==> src/design/pdn_pkg.sv <==
// Package with register map, field positions and counting constants of the divider.
package pdn_pkg;

  // ---------------------------------------------------------------
  // Register map
  // ---------------------------------------------------------------
  localparam logic [11:0] PDN_OFF_CTRL = 12'h000;
  localparam logic [11:0] PDN_OFF_PRESET = 12'h004;
  localparam logic [11:0] PDN_OFF_STATUS = 12'h008;
  localparam logic [11:0] PDN_OFF_COUNT = 12'h00C;

  // Control fields and reset values.
  localparam int PDN_CTRL_SEL_A = 0;
  localparam int PDN_CTRL_SEL_B = 1;
  localparam int PDN_CTRL_SEL_C = 2;
  localparam int PDN_CTRL_LATCH = 3;
  localparam logic [3:0] PDN_CTRL_RESET = 4'h0;
  localparam logic [15:0] PDN_PRESET_RESET = 16'h0000;

  // Status fields.
  localparam int PDN_STAT_OUT = 0;
  localparam int PDN_STAT_ARMED = 1;
  localparam int PDN_STAT_MP = 2;
  localparam int PDN_STAT_PEND = 3;

  // Count snapshot fields: first [3:0], decades [15:4], last [18:16].
  localparam int PDN_CNT_FIRST_LSB = 0;
  localparam int PDN_CNT_DEC_LSB = 4;
  localparam int PDN_CNT_LAST_LSB = 16;

  // ---------------------------------------------------------------
  // Counting constants (top value = modulus minus one)
  // ---------------------------------------------------------------
  localparam logic [3:0] PDN_DECADE_TOP = 4'h9;
  localparam logic [3:0] PDN_DIV2_FIRST_TOP = 4'h1;
  localparam logic [3:0] PDN_DIV4_FIRST_TOP = 4'h3;
  localparam logic [3:0] PDN_DIV5_FIRST_TOP = 4'h4;
  localparam logic [3:0] PDN_DIV8_FIRST_TOP = 4'h7;
  localparam logic [3:0] PDN_DIV10_FIRST_TOP = 4'h9;
  localparam logic [2:0] PDN_DIV2_LAST_TOP = 3'h7;
  localparam logic [2:0] PDN_DIV4_LAST_TOP = 3'h3;
  localparam logic [2:0] PDN_DIV5_LAST_TOP = 3'h1;
  localparam logic [2:0] PDN_DIV8_LAST_TOP = 3'h1;
  localparam logic [2:0] PDN_DIV10_LAST_TOP = 3'h0;

  // Counting modes, one-hot.
  typedef enum logic [5:0] {
    PDN_MODE_PRESET = 6'b000001,
    PDN_MODE_DIV2 = 6'b000010,
    PDN_MODE_DIV4 = 6'b000100,
    PDN_MODE_DIV5 = 6'b001000,
    PDN_MODE_DIV8 = 6'b010000,
    PDN_MODE_DIV10 = 6'b100000
  } pdn_mode_t;

endpackage

==> src/design/pdn_ctrl_if.sv <==
// Interface between the register slave and the counter core.
`timescale 1ns/100ps
interface pdn_ctrl_if;
  logic mode_sel_a;
  logic mode_sel_b;
  logic mode_sel_c;
  logic latch_en;
  logic [15:0] preset_bits;
  logic div_out;
  logic armed;
  logic master_preset_mode;
  logic pending;
  logic [18:0] count;

  modport regs (
    output mode_sel_a, mode_sel_b, mode_sel_c, latch_en, preset_bits,
    input div_out, armed, master_preset_mode, pending, count
  );
  modport core (
    input mode_sel_a, mode_sel_b, mode_sel_c, latch_en, preset_bits,
    output div_out, armed, master_preset_mode, pending, count
  );
endinterface

==> src/design/pdn_decade.sv <==
// One presettable BCD down-counting decade with borrow chaining.
`timescale 1ns/100ps
module pdn_decade (
  // Clock and reset
  input wire logic clk,
  input wire logic srst,
  // Load and count
  input wire logic load,
  input wire logic [3:0] load_val,
  input wire logic borrow_in,
  // State
  output logic [3:0] value,
  output logic borrow_out
);

  typedef struct packed {
    logic [3:0] digit;
  } pdn_decade_t;

  pdn_decade_t st;
  pdn_decade_t next_st;

  // Borrow ripples on when this digit underflows; combinational so a chain stays in step.
  assign borrow_out = borrow_in & (st.digit == 4'h0);
  assign value = st.digit;

  // Load wins over counting; a jammed value above nine simply counts down through it.
  always_comb begin
    next_st = st;
    if (load) begin
      next_st.digit = load_val;
    end else if (borrow_in) begin
      if (st.digit == 4'h0) begin
        next_st.digit = pdn_pkg::PDN_DECADE_TOP;
      end else begin
        next_st.digit = st.digit - 4'h1;
      end
    end
  end

  // State register.
  always_ff @(posedge clk) begin
    if (srst) begin
      st <= '0;
    end else begin
      st <= next_st;
    end
  end

endmodule // pdn_decade

==> src/design/pdn_apb_regs.sv <==
// APB slave holding control and preset words and showing counter state.
`timescale 1ns/100ps
module pdn_apb_regs (
  // Clock and reset
  input wire logic clk,
  input wire logic srst,
  // APB slave
  input wire logic psel,
  input wire logic penable,
  input wire logic pwrite,
  input wire logic [11:0] paddr,
  input wire logic [31:0] pwdata,
  output logic [31:0] prdata,
  output logic pready,
  output logic pslverr,
  // Core side
  pdn_ctrl_if.regs ctl
);

  typedef struct packed {
    logic [3:0] ctrl;
    logic [15:0] preset;
    logic [31:0] rdata;
  } pdn_regs_t;

  pdn_regs_t st;
  pdn_regs_t next_st;
  logic [31:0] read_word;
  logic mapped;

  // Address decode; unmapped addresses read zero and answer with an error.
  always_comb begin
    read_word = 32'h0000_0000;
    mapped = 1'b1;
    if (paddr == pdn_pkg::PDN_OFF_CTRL) begin
      read_word = {28'h000_0000, st.ctrl};
    end else if (paddr == pdn_pkg::PDN_OFF_PRESET) begin
      read_word = {16'h0000, st.preset};
    end else if (paddr == pdn_pkg::PDN_OFF_STATUS) begin
      read_word[pdn_pkg::PDN_STAT_OUT] = ctl.div_out;
      read_word[pdn_pkg::PDN_STAT_ARMED] = ctl.armed;
      read_word[pdn_pkg::PDN_STAT_MP] = ctl.master_preset_mode;
      read_word[pdn_pkg::PDN_STAT_PEND] = ctl.pending;
    end else if (paddr == pdn_pkg::PDN_OFF_COUNT) begin
      read_word = {13'h0000, ctl.count};
    end else begin
      mapped = 1'b0;
    end
  end

  // Zero wait states: read data is caught in the setup cycle so it comes from a flop.
  always_comb begin
    next_st = st;
    if (psel && !penable) begin
      next_st.rdata = read_word;
    end
    if (psel && penable && pwrite) begin
      if (paddr == pdn_pkg::PDN_OFF_CTRL) begin
        next_st.ctrl = pwdata[3:0];
      end else if (paddr == pdn_pkg::PDN_OFF_PRESET) begin
        next_st.preset = pwdata[15:0];
      end
    end
  end

  // State register; reset selects master preset so the counter initialises.
  always_ff @(posedge clk) begin
    if (srst) begin
      st.ctrl <= pdn_pkg::PDN_CTRL_RESET;
      st.preset <= pdn_pkg::PDN_PRESET_RESET;
      st.rdata <= 32'h0000_0000;
    end else begin
      st <= next_st;
    end
  end

  assign pready = psel & penable;
  assign pslverr = psel & penable & ~mapped;
  assign prdata = st.rdata;
  assign ctl.mode_sel_a = st.ctrl[pdn_pkg::PDN_CTRL_SEL_A];
  assign ctl.mode_sel_b = st.ctrl[pdn_pkg::PDN_CTRL_SEL_B];
  assign ctl.mode_sel_c = st.ctrl[pdn_pkg::PDN_CTRL_SEL_C];
  assign ctl.latch_en = st.ctrl[pdn_pkg::PDN_CTRL_LATCH];
  assign ctl.preset_bits = st.preset;

endmodule // pdn_apb_regs

==> src/design/pdn_divider.sv <==
// Top of the programmable divide-by-N down-counter with its APB register slave.
//
// Notes on behaviour
// - Output pulses once every N clocks, N from 3 to 15,999.
// - Starting count is loaded from sixteen preset bits covering all sections.
// - Mode selects set first and last moduli; first wrap decrements upper sections.
// - Modes HHH/LHH/HLH/LLH/HHL give 2/4/5/8/10 first, 8/4/2/2/1 last.
// - In divide-by-ten mode bits 1 to 4 load first; no last section.
// - Preset bits 1 to 4 split between first and last sections by mode.
// - Three cascaded BCD decades load from preset bits 5 to 16.
// - Decades accept jam values up to fifteen, keeping decimal place values.
// - Ratio is first modulus times upper value plus first section preset.
// - Largest design N is 9999 for modes 5 and 10, else 15,999.
// - With b and c low the counter holds the preset value.
// - First edge after preset only arms; countdown starts on the second.
// - A pulse due within two clocks of entering preset still appears.
// - Without preset the jam value reloads when the pulse appears.
// - Latch enable high holds the output high after a pulse.
// - Latch enable low gives a pulse exactly one clock wide.
//
// Decided for this implementation: the register addresses and the APB interface to the registers.
`timescale 1ns/100ps
module pdn_divider (
  // Clock and reset
  input wire logic SYS_CLK,
  input wire logic SRST,
  // APB slave
  input wire logic PSEL,
  input wire logic PENABLE,
  input wire logic PWRITE,
  input wire logic [11:0] PADDR,
  input wire logic [31:0] PWDATA,
  output logic [31:0] PRDATA,
  output logic PREADY,
  output logic PSLVERR,
  // Divided output
  output logic DIV_OUT
);

  // ---------------------------------------------------------------
  // State
  // ---------------------------------------------------------------

  // First section, last section, divide-by-two memory, arming flop, pending pulse
  // and the output.
  typedef struct packed {
    logic [3:0] first;
    logic [2:0] last;
    logic by_two;
    logic armed;
    logic pend;
    logic out;
  } pdn_core_t;

  pdn_core_t st;
  pdn_core_t next_st;

  pdn_ctrl_if ctl ();

  pdn_pkg::pdn_mode_t mode;
  logic master_preset_mode;
  logic [3:0] first_top;
  logic [2:0] last_top;
  logic [3:0] first_jam;
  logic [2:0] last_jam;
  logic [15:0] preset_bits;
  logic [3:0] dec_val [3];
  logic [3:0] dec_borrow;
  logic upper_zero;
  logic upper_one;
  logic count_en;
  logic load;
  logic hit;
  logic fire;
  logic first_wrap;

  assign preset_bits = ctl.preset_bits;

  // ---------------------------------------------------------------
  // Register slave
  // ---------------------------------------------------------------

  // Mode selects, latch enable and the jam word all arrive from software.
  pdn_apb_regs u_regs (
    .clk(SYS_CLK),
    .srst(SRST),
    .psel(PSEL),
    .penable(PENABLE),
    .pwrite(PWRITE),
    .paddr(PADDR),
    .pwdata(PWDATA),
    .prdata(PRDATA),
    .pready(PREADY),
    .pslverr(PSLVERR),
    .ctl(ctl.regs)
  );

  // ---------------------------------------------------------------
  // Mode decode
  // ---------------------------------------------------------------

  // preset detect.
  // Both b and c low means master preset whatever a says.
  assign master_preset_mode = ~ctl.mode_sel_b & ~ctl.mode_sel_c;

  // mode truth table.
  // The pattern a low, b high, c low is not a listed mode; it runs as divide by ten,
  // which keeps every jam bit meaningful rather than freezing the counter.
  always_comb begin
    mode = pdn_pkg::PDN_MODE_PRESET;
    case ({ctl.mode_sel_a, ctl.mode_sel_b, ctl.mode_sel_c})
      3'b111: begin
        mode = pdn_pkg::PDN_MODE_DIV2;
      end
      3'b011: begin
        mode = pdn_pkg::PDN_MODE_DIV4;
      end
      3'b101: begin
        mode = pdn_pkg::PDN_MODE_DIV5;
      end
      3'b001: begin
        mode = pdn_pkg::PDN_MODE_DIV8;
      end
      3'b110, 3'b010: begin
        mode = pdn_pkg::PDN_MODE_DIV10;
      end
      default: begin
        mode = pdn_pkg::PDN_MODE_PRESET;
      end
    endcase
  end

  // section tops set maxima.
  // Bit 1 is the least significant; the bits the first section does not need go
  // to the last section. In preset the divide-by-ten split is used, but this only
  // matters for reading back: the arming edge reloads with the real mode's split.
  always_comb begin
    first_top = pdn_pkg::PDN_DIV10_FIRST_TOP;
    last_top = pdn_pkg::PDN_DIV10_LAST_TOP;
    first_jam = preset_bits[3:0];
    last_jam = 3'h0;
    case (mode)
      pdn_pkg::PDN_MODE_DIV2: begin
        first_top = pdn_pkg::PDN_DIV2_FIRST_TOP;
        last_top = pdn_pkg::PDN_DIV2_LAST_TOP;
        first_jam = {3'h0, preset_bits[0]};
        last_jam = preset_bits[3:1];
      end
      pdn_pkg::PDN_MODE_DIV4: begin
        first_top = pdn_pkg::PDN_DIV4_FIRST_TOP;
        last_top = pdn_pkg::PDN_DIV4_LAST_TOP;
        first_jam = {2'h0, preset_bits[1:0]};
        last_jam = {1'h0, preset_bits[3:2]};
      end
      pdn_pkg::PDN_MODE_DIV5: begin
        first_top = pdn_pkg::PDN_DIV5_FIRST_TOP;
        last_top = pdn_pkg::PDN_DIV5_LAST_TOP;
        first_jam = {1'h0, preset_bits[2:0]};
        last_jam = {2'h0, preset_bits[3]};
      end
      pdn_pkg::PDN_MODE_DIV8: begin
        first_top = pdn_pkg::PDN_DIV8_FIRST_TOP;
        last_top = pdn_pkg::PDN_DIV8_LAST_TOP;
        first_jam = {1'h0, preset_bits[2:0]};
        last_jam = {2'h0, preset_bits[3]};
      end
      pdn_pkg::PDN_MODE_DIV10: begin
        first_top = pdn_pkg::PDN_DIV10_FIRST_TOP;
        last_top = pdn_pkg::PDN_DIV10_LAST_TOP;
        first_jam = preset_bits[3:0];
        last_jam = 3'h0;
      end
      default: begin
        first_top = pdn_pkg::PDN_DIV10_FIRST_TOP;
        last_top = pdn_pkg::PDN_DIV10_LAST_TOP;
        first_jam = preset_bits[3:0];
        last_jam = 3'h0;
      end
    endcase
  end

  // ---------------------------------------------------------------
  // Count control
  // ---------------------------------------------------------------

  // The whole count stands at one when the first section holds one and every
  // upper section is empty; that is the last state before the pulse.
  assign upper_zero = (dec_val[0] == 4'h0) & (dec_val[1] == 4'h0)
                    & (dec_val[2] == 4'h0) & (st.last == 3'h0);

  // In divide-by-two mode a count of two is an empty first section over an upper
  // value of one, so the pending check needs this pattern as well.
  assign upper_one = (dec_val[0] == 4'h1) & (dec_val[1] == 4'h0)
                   & (dec_val[2] == 4'h0) & (st.last == 3'h0);

  assign count_en = st.armed & ~master_preset_mode;

  // terminal count.
  // Armed still holds on the edge that enters preset, so a count of one there
  // fires its pulse on time as well.
  assign hit = st.armed & (st.first == 4'h1) & upper_zero;

  assign fire = hit | st.pend;

  // hold during preset.
  // Loading while unarmed also covers the arming edge, which picks up the split
  // of the newly selected mode.
  assign load = master_preset_mode | ~st.armed | hit;

  assign first_wrap = st.first == 4'h0;
  assign dec_borrow[0] = count_en & ~load & first_wrap;

  // ---------------------------------------------------------------
  // Intermediate decades
  // ---------------------------------------------------------------

  // jam up to fifteen.
  // Decade k takes preset bits 5+4k to 8+4k, lowest place value first.
  for (genvar k = 0; k < 3; k++) begin : g_decade
    pdn_decade u_decade (
      .clk(SYS_CLK),
      .srst(SRST),
      .load(load),
      .load_val(preset_bits[4*k+4 +: 4]),
      .borrow_in(dec_borrow[k]),
      .value(dec_val[k]),
      .borrow_out(dec_borrow[k+1])
    );
  end

  // ---------------------------------------------------------------
  // Next state
  // ---------------------------------------------------------------

  // ratio arithmetic.
  // Counting the first section down through its modulus and borrowing into the
  // upper sections walks every value from the jam count down to one, so the
  // ratio is the modulus times the upper value plus the first preset.
  always_comb begin
    next_st = st;
    if (load) begin
      next_st.first = first_jam;
      next_st.last = last_jam;
    end else if (count_en) begin
      if (first_wrap) begin
        next_st.first = first_top;
      end else begin
        next_st.first = st.first - 4'h1;
      end
      if (dec_borrow[3]) begin
        if (st.last == 3'h0) begin
          next_st.last = last_top;
        end else begin
          next_st.last = st.last - 3'h1;
        end
      end
    end
    next_st.armed = ~master_preset_mode;
    // The mode already reads as preset on the entry edge, so the divide-by-two memory of the counting mode is kept.
    if (!master_preset_mode) begin
      next_st.by_two = mode == pdn_pkg::PDN_MODE_DIV2;
    end
    // count of two at preset entry.
    // One edge later the count would have hit one, so the pulse is kept pending.
    next_st.pend = st.armed & master_preset_mode
                 & (((st.first == 4'h2) & upper_zero)
                 | (st.by_two & (st.first == 4'h0) & upper_one));
    next_st.out = fire | (ctl.latch_en & st.out);
  end

  // rising edge state.
  // A synchronous reset leaves the counter unarmed; it reloads and arms on the
  // first edges that software leaves in a counting mode.
  always_ff @(posedge SYS_CLK) begin
    if (SRST) begin
      st <= '0;
    end else begin
      st <= next_st;
    end
  end

  // ---------------------------------------------------------------
  // Outputs and status
  // ---------------------------------------------------------------

  // Status and a live snapshot of every section go back to the register slave.
  assign DIV_OUT = st.out;
  assign ctl.div_out = st.out;
  assign ctl.armed = st.armed;
  assign ctl.master_preset_mode = master_preset_mode;
  assign ctl.pending = st.pend;
  assign ctl.count = {st.last, dec_val[2], dec_val[1], dec_val[0], st.first};

endmodule // pdn_divider

==> config.mk <==
export PLATFORM = sky130hd
export DESIGN_NAME = pdn_divider
export DESIGN_NICKNAME = d
export VERILOG_FILES = /design/src/design/pdn_pkg.sv /design/src/design/pdn_ctrl_if.sv /design/src/design/pdn_decade.sv /design/src/design/pdn_apb_regs.sv /design/src/design/pdn_divider.sv
export SDC_FILE = /design/constraint.sdc
export NUM_CORES = 1
export LEC_CHECK = 0
export BUFFER_PORTS_ARGS = -buffer_cell sky130_fd_sc_hd__buf_2
export CORE_ASPECT_RATIO = 1.1
export CORE_MARGIN = 4
export CORE_UTILIZATION = 35
export CTS_CLUSTER_SIZE = 20
export DETAILED_ROUTE_END_ITERATION = 6
export HOLD_SLACK_MARGIN = 0.1
export PLACE_DENSITY = 0.56
export SETUP_SLACK_MARGIN = 0.1
export SLEW_MARGIN = 20
export SYNTH_ARGS = -nofsm -noshare
export SYNTH_HDL_FRONTEND = slang
export SYNTH_SLANG_ARGS = --single-unit
==> constraint.sdc <==
create_clock -name SYS_CLK -period 2.9 [get_ports SYS_CLK]
set_input_delay 0.58 -clock SYS_CLK [delete_from_list [all_inputs] [get_ports SYS_CLK]]
set_output_delay 0.58 -clock SYS_CLK [all_outputs]
set_load 0.01 [all_outputs]
==> results.json, run 1 <==
{
  "drtIter0Drc": 128,
  "area_delta_synth_final_pct": 15.44,
  "rows": 36,
  "grt_pass1_vias": 2437,
  "layout.cells.most_common": "dfxtp_1",
  "firstDrtPassIters": 4,
  "cts_setup_buffers": 0,
  "hpwlAfterDp_mm": 5.465,
  "antenna_found_initial": 0,
  "grt.overflow.total": 0,
  "ctsHoldBuffers": 0,
  "synthFlopType": "dfxtp_1",
  "drc_errors": 0,
  "antenna_left": 0,
  "place.port_buffers": 54,
  "diodes": 0,
  "drv_slew": 0,
  "min_path_type": "flop to flop",
  "fp.dieW_um": 98.96,
  "htreeDepth": 3,
  "start_kind": "input pin",
  "vias": 2698,
  "die_y_um": 108.1,
  "tightest_slew_ps": 721.9,
  "grt_pass1_wl_mm": 12.36,
  "status": "finished, final reports clean",
  "maxCapViolations": 0,
  "wl_mm": 7.681,
  "ys_types": 46,
  "cts.sinks": 62,
  "tns_ps": 0,
  "syn_area_um2": 3186,
  "num_io_pins": 84,
  "setup_viol": 0,
  "clk_pin_slew_ps": 60,
  "clock-root-buffer": "clkbuf_8",
  "gp_congestion": 0.8413,
  "yosys_warnings": 0,
  "yosysSeqAreaShare": 0.3896,
  "final_cell_mix": "dfxtp_1, buf_2, nor2_1",
  "track_usage": 0.1446,
  "skew_ps": 6.508,
  "nNetsFinal": 465,
  "initial_utilization": 0.3590,
  "dieArea_um2": 10690,
  "crit_path_end_kind": "primary output",
  "power.density_nw_per_um2": 468.8,
  "coreArea_um2": 8874,
  "clock_latency_ps": 330,
  "wire_per_inst_um": 14.55,
  "crit_path_max_fanout": 9,
  "synth_edf_count": 0,
  "final_layout_size_suffix_gt1_frac": 0.2778,
  "vias_per_cell": 5.110,
  "relSlewSlack": 0.5187,
  "hold_viol_final": 0,
  "crit_required_ps": 2320,
  "rsz0062_at_grt": "no",
  "worstPathArrival_ps": 1840,
  "synth-async-reset-ratio": 0,
  "cts_made_buffers": 9,
  "syn_inst": 364,
  "avgSynthCellArea_um2": 8.752,
  "hold_ws_ps": 448.1,
  "post-route-min-period_ps": 2424,
  "leakagePower_nw": 1.492,
  "clock.fmax_mhz": 412.6,
  "clockBufferDepth": 2,
  "vdd_drop_max_uv": 208.0,
  "cts_resized": 0,
  "synth_seq_cells": 62,
  "cts_tree": "built",
  "worst-setup-path-type": "input pin to primary output",
  "min_period_over_period": 0.8358,
  "grt_max_degree": 41
}
-- sequential cells by signal, summed over array words and instances, names as in the netlist --
name,flops
DIV_OUT,1
ctl.armed,1
ctl.count,7
ctl.pending,1
g_decade.u_decade.value,12
st,1
u_regs.ctl.latch_en,1
u_regs.ctl.mode_sel_a,1
u_regs.ctl.mode_sel_b,1
u_regs.ctl.mode_sel_c,1
u_regs.ctl.preset_bits,16
u_regs.prdata,19
-- metrics by stage --
step	worst slack, ps	util	cells	power, mW	instance area [µm²]
after detailed placement	408.5	0.3914	513	0.9454	3473
after floorplan	704.5	-	376	0.9254	3231
after global routing	327.0	0.4144	528	1.790	3677
final	476.3	0.4144	528	1.724	3677
after CTS	468.8	0.4144	528	1.748	3677
after global placement	466.8	0.3914	513	0.9448	3473
-- worst paths after layout --
path                            cells after the start                             to                                       start  slack, ps
worst max-delay path                                5                        PSLVERR                                    PADDR[7]        480
worst min-delay path                                2  u_regs.prdata[3]$_SDFFE_PP0P_               u_regs.prdata[3]$_SDFFE_PP0P_        450
worst max register to register                      5     ctl.count[17]$_SDFFE_PP0P_  g_decade[1].u_decade.value[0]$_SDFFE_PP0P_        550
worst min register to register                      2  u_regs.prdata[3]$_SDFFE_PP0P_               u_regs.prdata[3]$_SDFFE_PP0P_        450
-- report_power, final --
part	internal (mW)	switching [mW]	leakage [nW]	total, mW
registers	0.851	0.0000168	0.499	0.851
logic	0.0270	0.0484	0.893	0.0754
clock network	0.478	0.319	0.0994	0.797
total	1.36	0.367	1.49	1.72
-- synthesized netlist by cell type (2+ instances only) --
cell type,instances,area share
a21oi_1,22,0.035
nand2_2,10,0.020
or3_1,5,0.0098
a32oi_1,3,0.0082
nand4_1,3,0.0059
buf_4,16,0.038
mux2_2,12,0.042
clkbuf_1,18,0.021
ha_1,6,0.024
nor3_1,3,0.0047
dfxtp_1,62,0.39
nor4_4,2,0.013
mux4_2,4,0.028
xor2_1,4,0.011
mux2i_1,9,0.028
or4_1,4,0.0094
and3_1,3,0.0059
nand3_1,9,0.014
a21oi_2,10,0.027
nor3b_1,5,0.012
a31oi_1,2,0.0039
a22oi_1,12,0.028
o21ai_0,4,0.0063
nand3b_1,3,0.0071
a211oi_1,10,0.024
nor2b_1,4,0.0079
o211ai_1,2,0.0047
a311oi_1,5,0.014
xnor2_1,2,0.0055
inv_1,5,0.0059
nor2_1,49,0.058
nand2b_1,2,0.0039
nand2_1,41,0.048
-- per-layer routing --
metal	vias up	wire length [µm]	global-route usage	part of all wire
li1	1358	-	-	-
met1	1268	3406	0.1837	0.44
met2	67	3762	0.2404	0.49
met3	5	451	0.03226	0.059
met4	0	61	0.05268	0.0079
met5	-	0	0	0
-- kinds of logic after synthesis --
group           count (synthesis)  share of synthesized area
xor+xnor                        6                    0.01650
fa+ha+maj                       6                    0.02357
simple gates                  148                     0.2337
flops                          62                     0.3896
buf+inv                        41                    0.07109
mux                            25                    0.09898
other cells                     1                   0.001177
compound gates                 75                     0.1654
-- worst max-delay path, stage by stage --
cell and delay, ps:
buf_2 100, or4_4 540, nor4_4 410, nor2_1 60
buf_2 150
-- layout make-up --
cell class                      instances  area [µm²]
Clock inverter                          4       72.57
Sequential cell                        62        1241
Tap cell                              114       142.6
Inverter                                5       18.77
Multi-Input combinational cell        273        1763
Timing Repair Buffer                   59       307.8
Fill cell                             918        5196
Clock buffer                           11       131.4
(Power assumes the default switching activity.)
==> inputs of run 2 (changes only) <==
==> constraint.sdc (replaced) <==
create_clock -name SYS_CLK -period 2.5 [get_ports SYS_CLK]
set_input_delay 0.5 -clock SYS_CLK [delete_from_list [all_inputs] [get_ports SYS_CLK]]
set_output_delay 0.5 -clock SYS_CLK [all_outputs]
set_load 0.01 [all_outputs]
==> run 2 against run 1 <==
  * Register-to-register slack got worse by 180 ps
  * Final area increased by 1.4%
  * Global-route usage decreased by 0.11 points
  * Critical path type unchanged
  * Via count increased by 0.56%
  * Highest routed layer unchanged
  * Worst hold slack got worse by 48 ps
  * Flip-flop and latch count unchanged
  * Utilization increased by 0.58 points
  * First-iteration DRC count decreased by 25%
  * Non-clock buffer count increased by 2
  * Clock power increased by 20%
==> results.json, run 2 (same netlist as run 1, synthesis figures left out) <==
{
  "relSlewSlack": 0.5242,
  "rows": 36,
  "r2r_start": "g_decade[1].u_decade.value[0]$_SDFFE_PP0P_",
  "ctsHoldBuffers": 0,
  "layout.cells.most_common": "dfxtp_1",
  "largest_register_ffs": 19,
  "fillers": 869,
  "firstDrtPassIters": 4,
  "grt_pass1_wl_mm": 12.34,
  "num_io_pins": 84,
  "vias_per_cell": 5.109,
  "worstPathArrival_ps": 1760,
  "skew_ps": 4.678,
  "fp.dieW_um": 98.96,
  "hpwlAfterDp_mm": 5.511,
  "maxCapViolations": 0,
  "rsz0062_at_grt": "no",
  "post-route-min-period_ps": 2262,
  "p_total_mw": 2.032,
  "coreArea_um2": 8874,
  "gp_congestion": 0.8355,
  "status": "finished, final reports clean",
  "hold_start": "PWDATA[5]",
  "place.port_buffers": 54,
  "die_y_um": 108.1,
  "cp-startpoint": "PADDR[7]",
  "dieArea_um2": 10690,
  "vdd_drop_max_uv": 303.7,
  "worst-setup-path-type": "input pin to primary output",
  "final_core_util": 0.4202,
  "htreeDepth": 3,
  "vias": 2713,
  "clockBufferDepth": 2,
  "nNetsFinal": 467,
  "wire_per_inst_um": 14.24,
  "drv_slew": 0,
  "crit_path_end_kind": "primary output",
  "setup_viol": 0,
  "cts_resized": 0,
  "cts_made_buffers": 9,
  "crit_path_max_fanout": 9,
  "clock_latency_ps": 330,
  "clock.fmax_mhz": 442.1,
  "drtIter0Drc": 96,
  "clock-root-buffer": "clkbuf_8",
  "antenna_found_initial": 0,
  "final_layout_size_suffix_gt1_frac": 0.2830,
  "track_usage": 0.1435,
  "initial_utilization": 0.3590,
  "wl_mm": 7.563,
  "crit_required_ps": 2000,
  "antenna_left": 0,
  "tightest_slew_ps": 713.7,
  "drc_errors": 0,
  "hold_viol_final": 0,
  "final_cell_mix": "dfxtp_1, buf_2, nor2_1",
  "grt.overflow.total": 0,
  "leakagePower_nw": 1.520,
  "clk_pin_slew_ps": 70,
  "cts_tree": "built",
  "start_kind": "input pin",
  "grt_pass1_vias": 2500,
  "grt_max_degree": 38,
  "tns_ps": 0,
  "cts.sinks": 62,
  "diodes": 0,
  "min_period_over_period": 0.9047,
  "power.density_nw_per_um2": 545.0,
  "area_delta_synth_final_pct": 17.05,
  "cts_setup_buffers": 0,
  "min_path_type": "input pin to flop"
}
==> run 2: where the power goes <==
group | internal (mW) | switching, mW
sequential | 0.988 | 0.0000191
combinational | 0.0324 | 0.0559
clock | 0.586 | 0.370
==> run 2: cell type report <==
class | count | area (µm²) | share of cell area
Clock buffer | 12 | 145.1 | 0.03893
Clock inverter | 4 | 70.07 | 0.01879
Inverter | 5 | 18.77 | 0.005034
Multi-Input combinational cell | 273 | 1763 | 0.4728
Sequential cell | 62 | 1241 | 0.3329
Tap cell | 114 | 142.6 | 0.03826
Timing Repair Buffer | 61 | 347.8 | 0.09329
==> run 2: stage by stage <==
| step | setup WS, ps | hold WS, ps | cell area (µm²) | cells |
|---|---|---|---|---|
| final | 238.2 | 400.2 | 3729 | 531 |
| after global placement | 194.1 | 444.3 | 3513 | 515 |
| after CTS | 219.7 | 383.8 | 3729 | 531 |
| after global routing | 119.7 | 386.5 | 3729 | 531 |
| after detailed placement | 172.2 | 448.2 | 3513 | 515 |
| after floorplan | 384.5 | 436.0 | 3231 | 376 |
==> run 2: path summary, 6_finish.rpt <==
| path | cells after the start | slack [ps] | to |
|---|---|---|---|
| worst min-delay path | 3 | 400 | u_regs.ctl.preset_bits[5]$_SDFFE_PP0P_ |
| worst max-delay path | 5 | 240 | PSLVERR |
| worst min register to register | 2 | 450 | u_regs.prdata[3]$_SDFFE_PP0P_ |
| worst max register to register | 5 | 370 | ctl.count[3]$_SDFFE_PP0P_ |
==> run 2: routing by layer <==
| layer | global-route usage | share of wire | up-vias |
|---|---|---|---|
| met5 | 0 | 0 | - |
| met4 | 0.03317 | 0.0098 | 0 |
| met3 | 0.04194 | 0.058 | 8 |
| met2 | 0.2351 | 0.48 | 78 |
| met1 | 0.1870 | 0.46 | 1259 |
| li1 | - | - | 1368 |
==> run 2: critical path: stages <==
cell,delay [ps]
buf_2,90
or4_4,530
nor4_4,420
nor2_1,60
buf_2,150
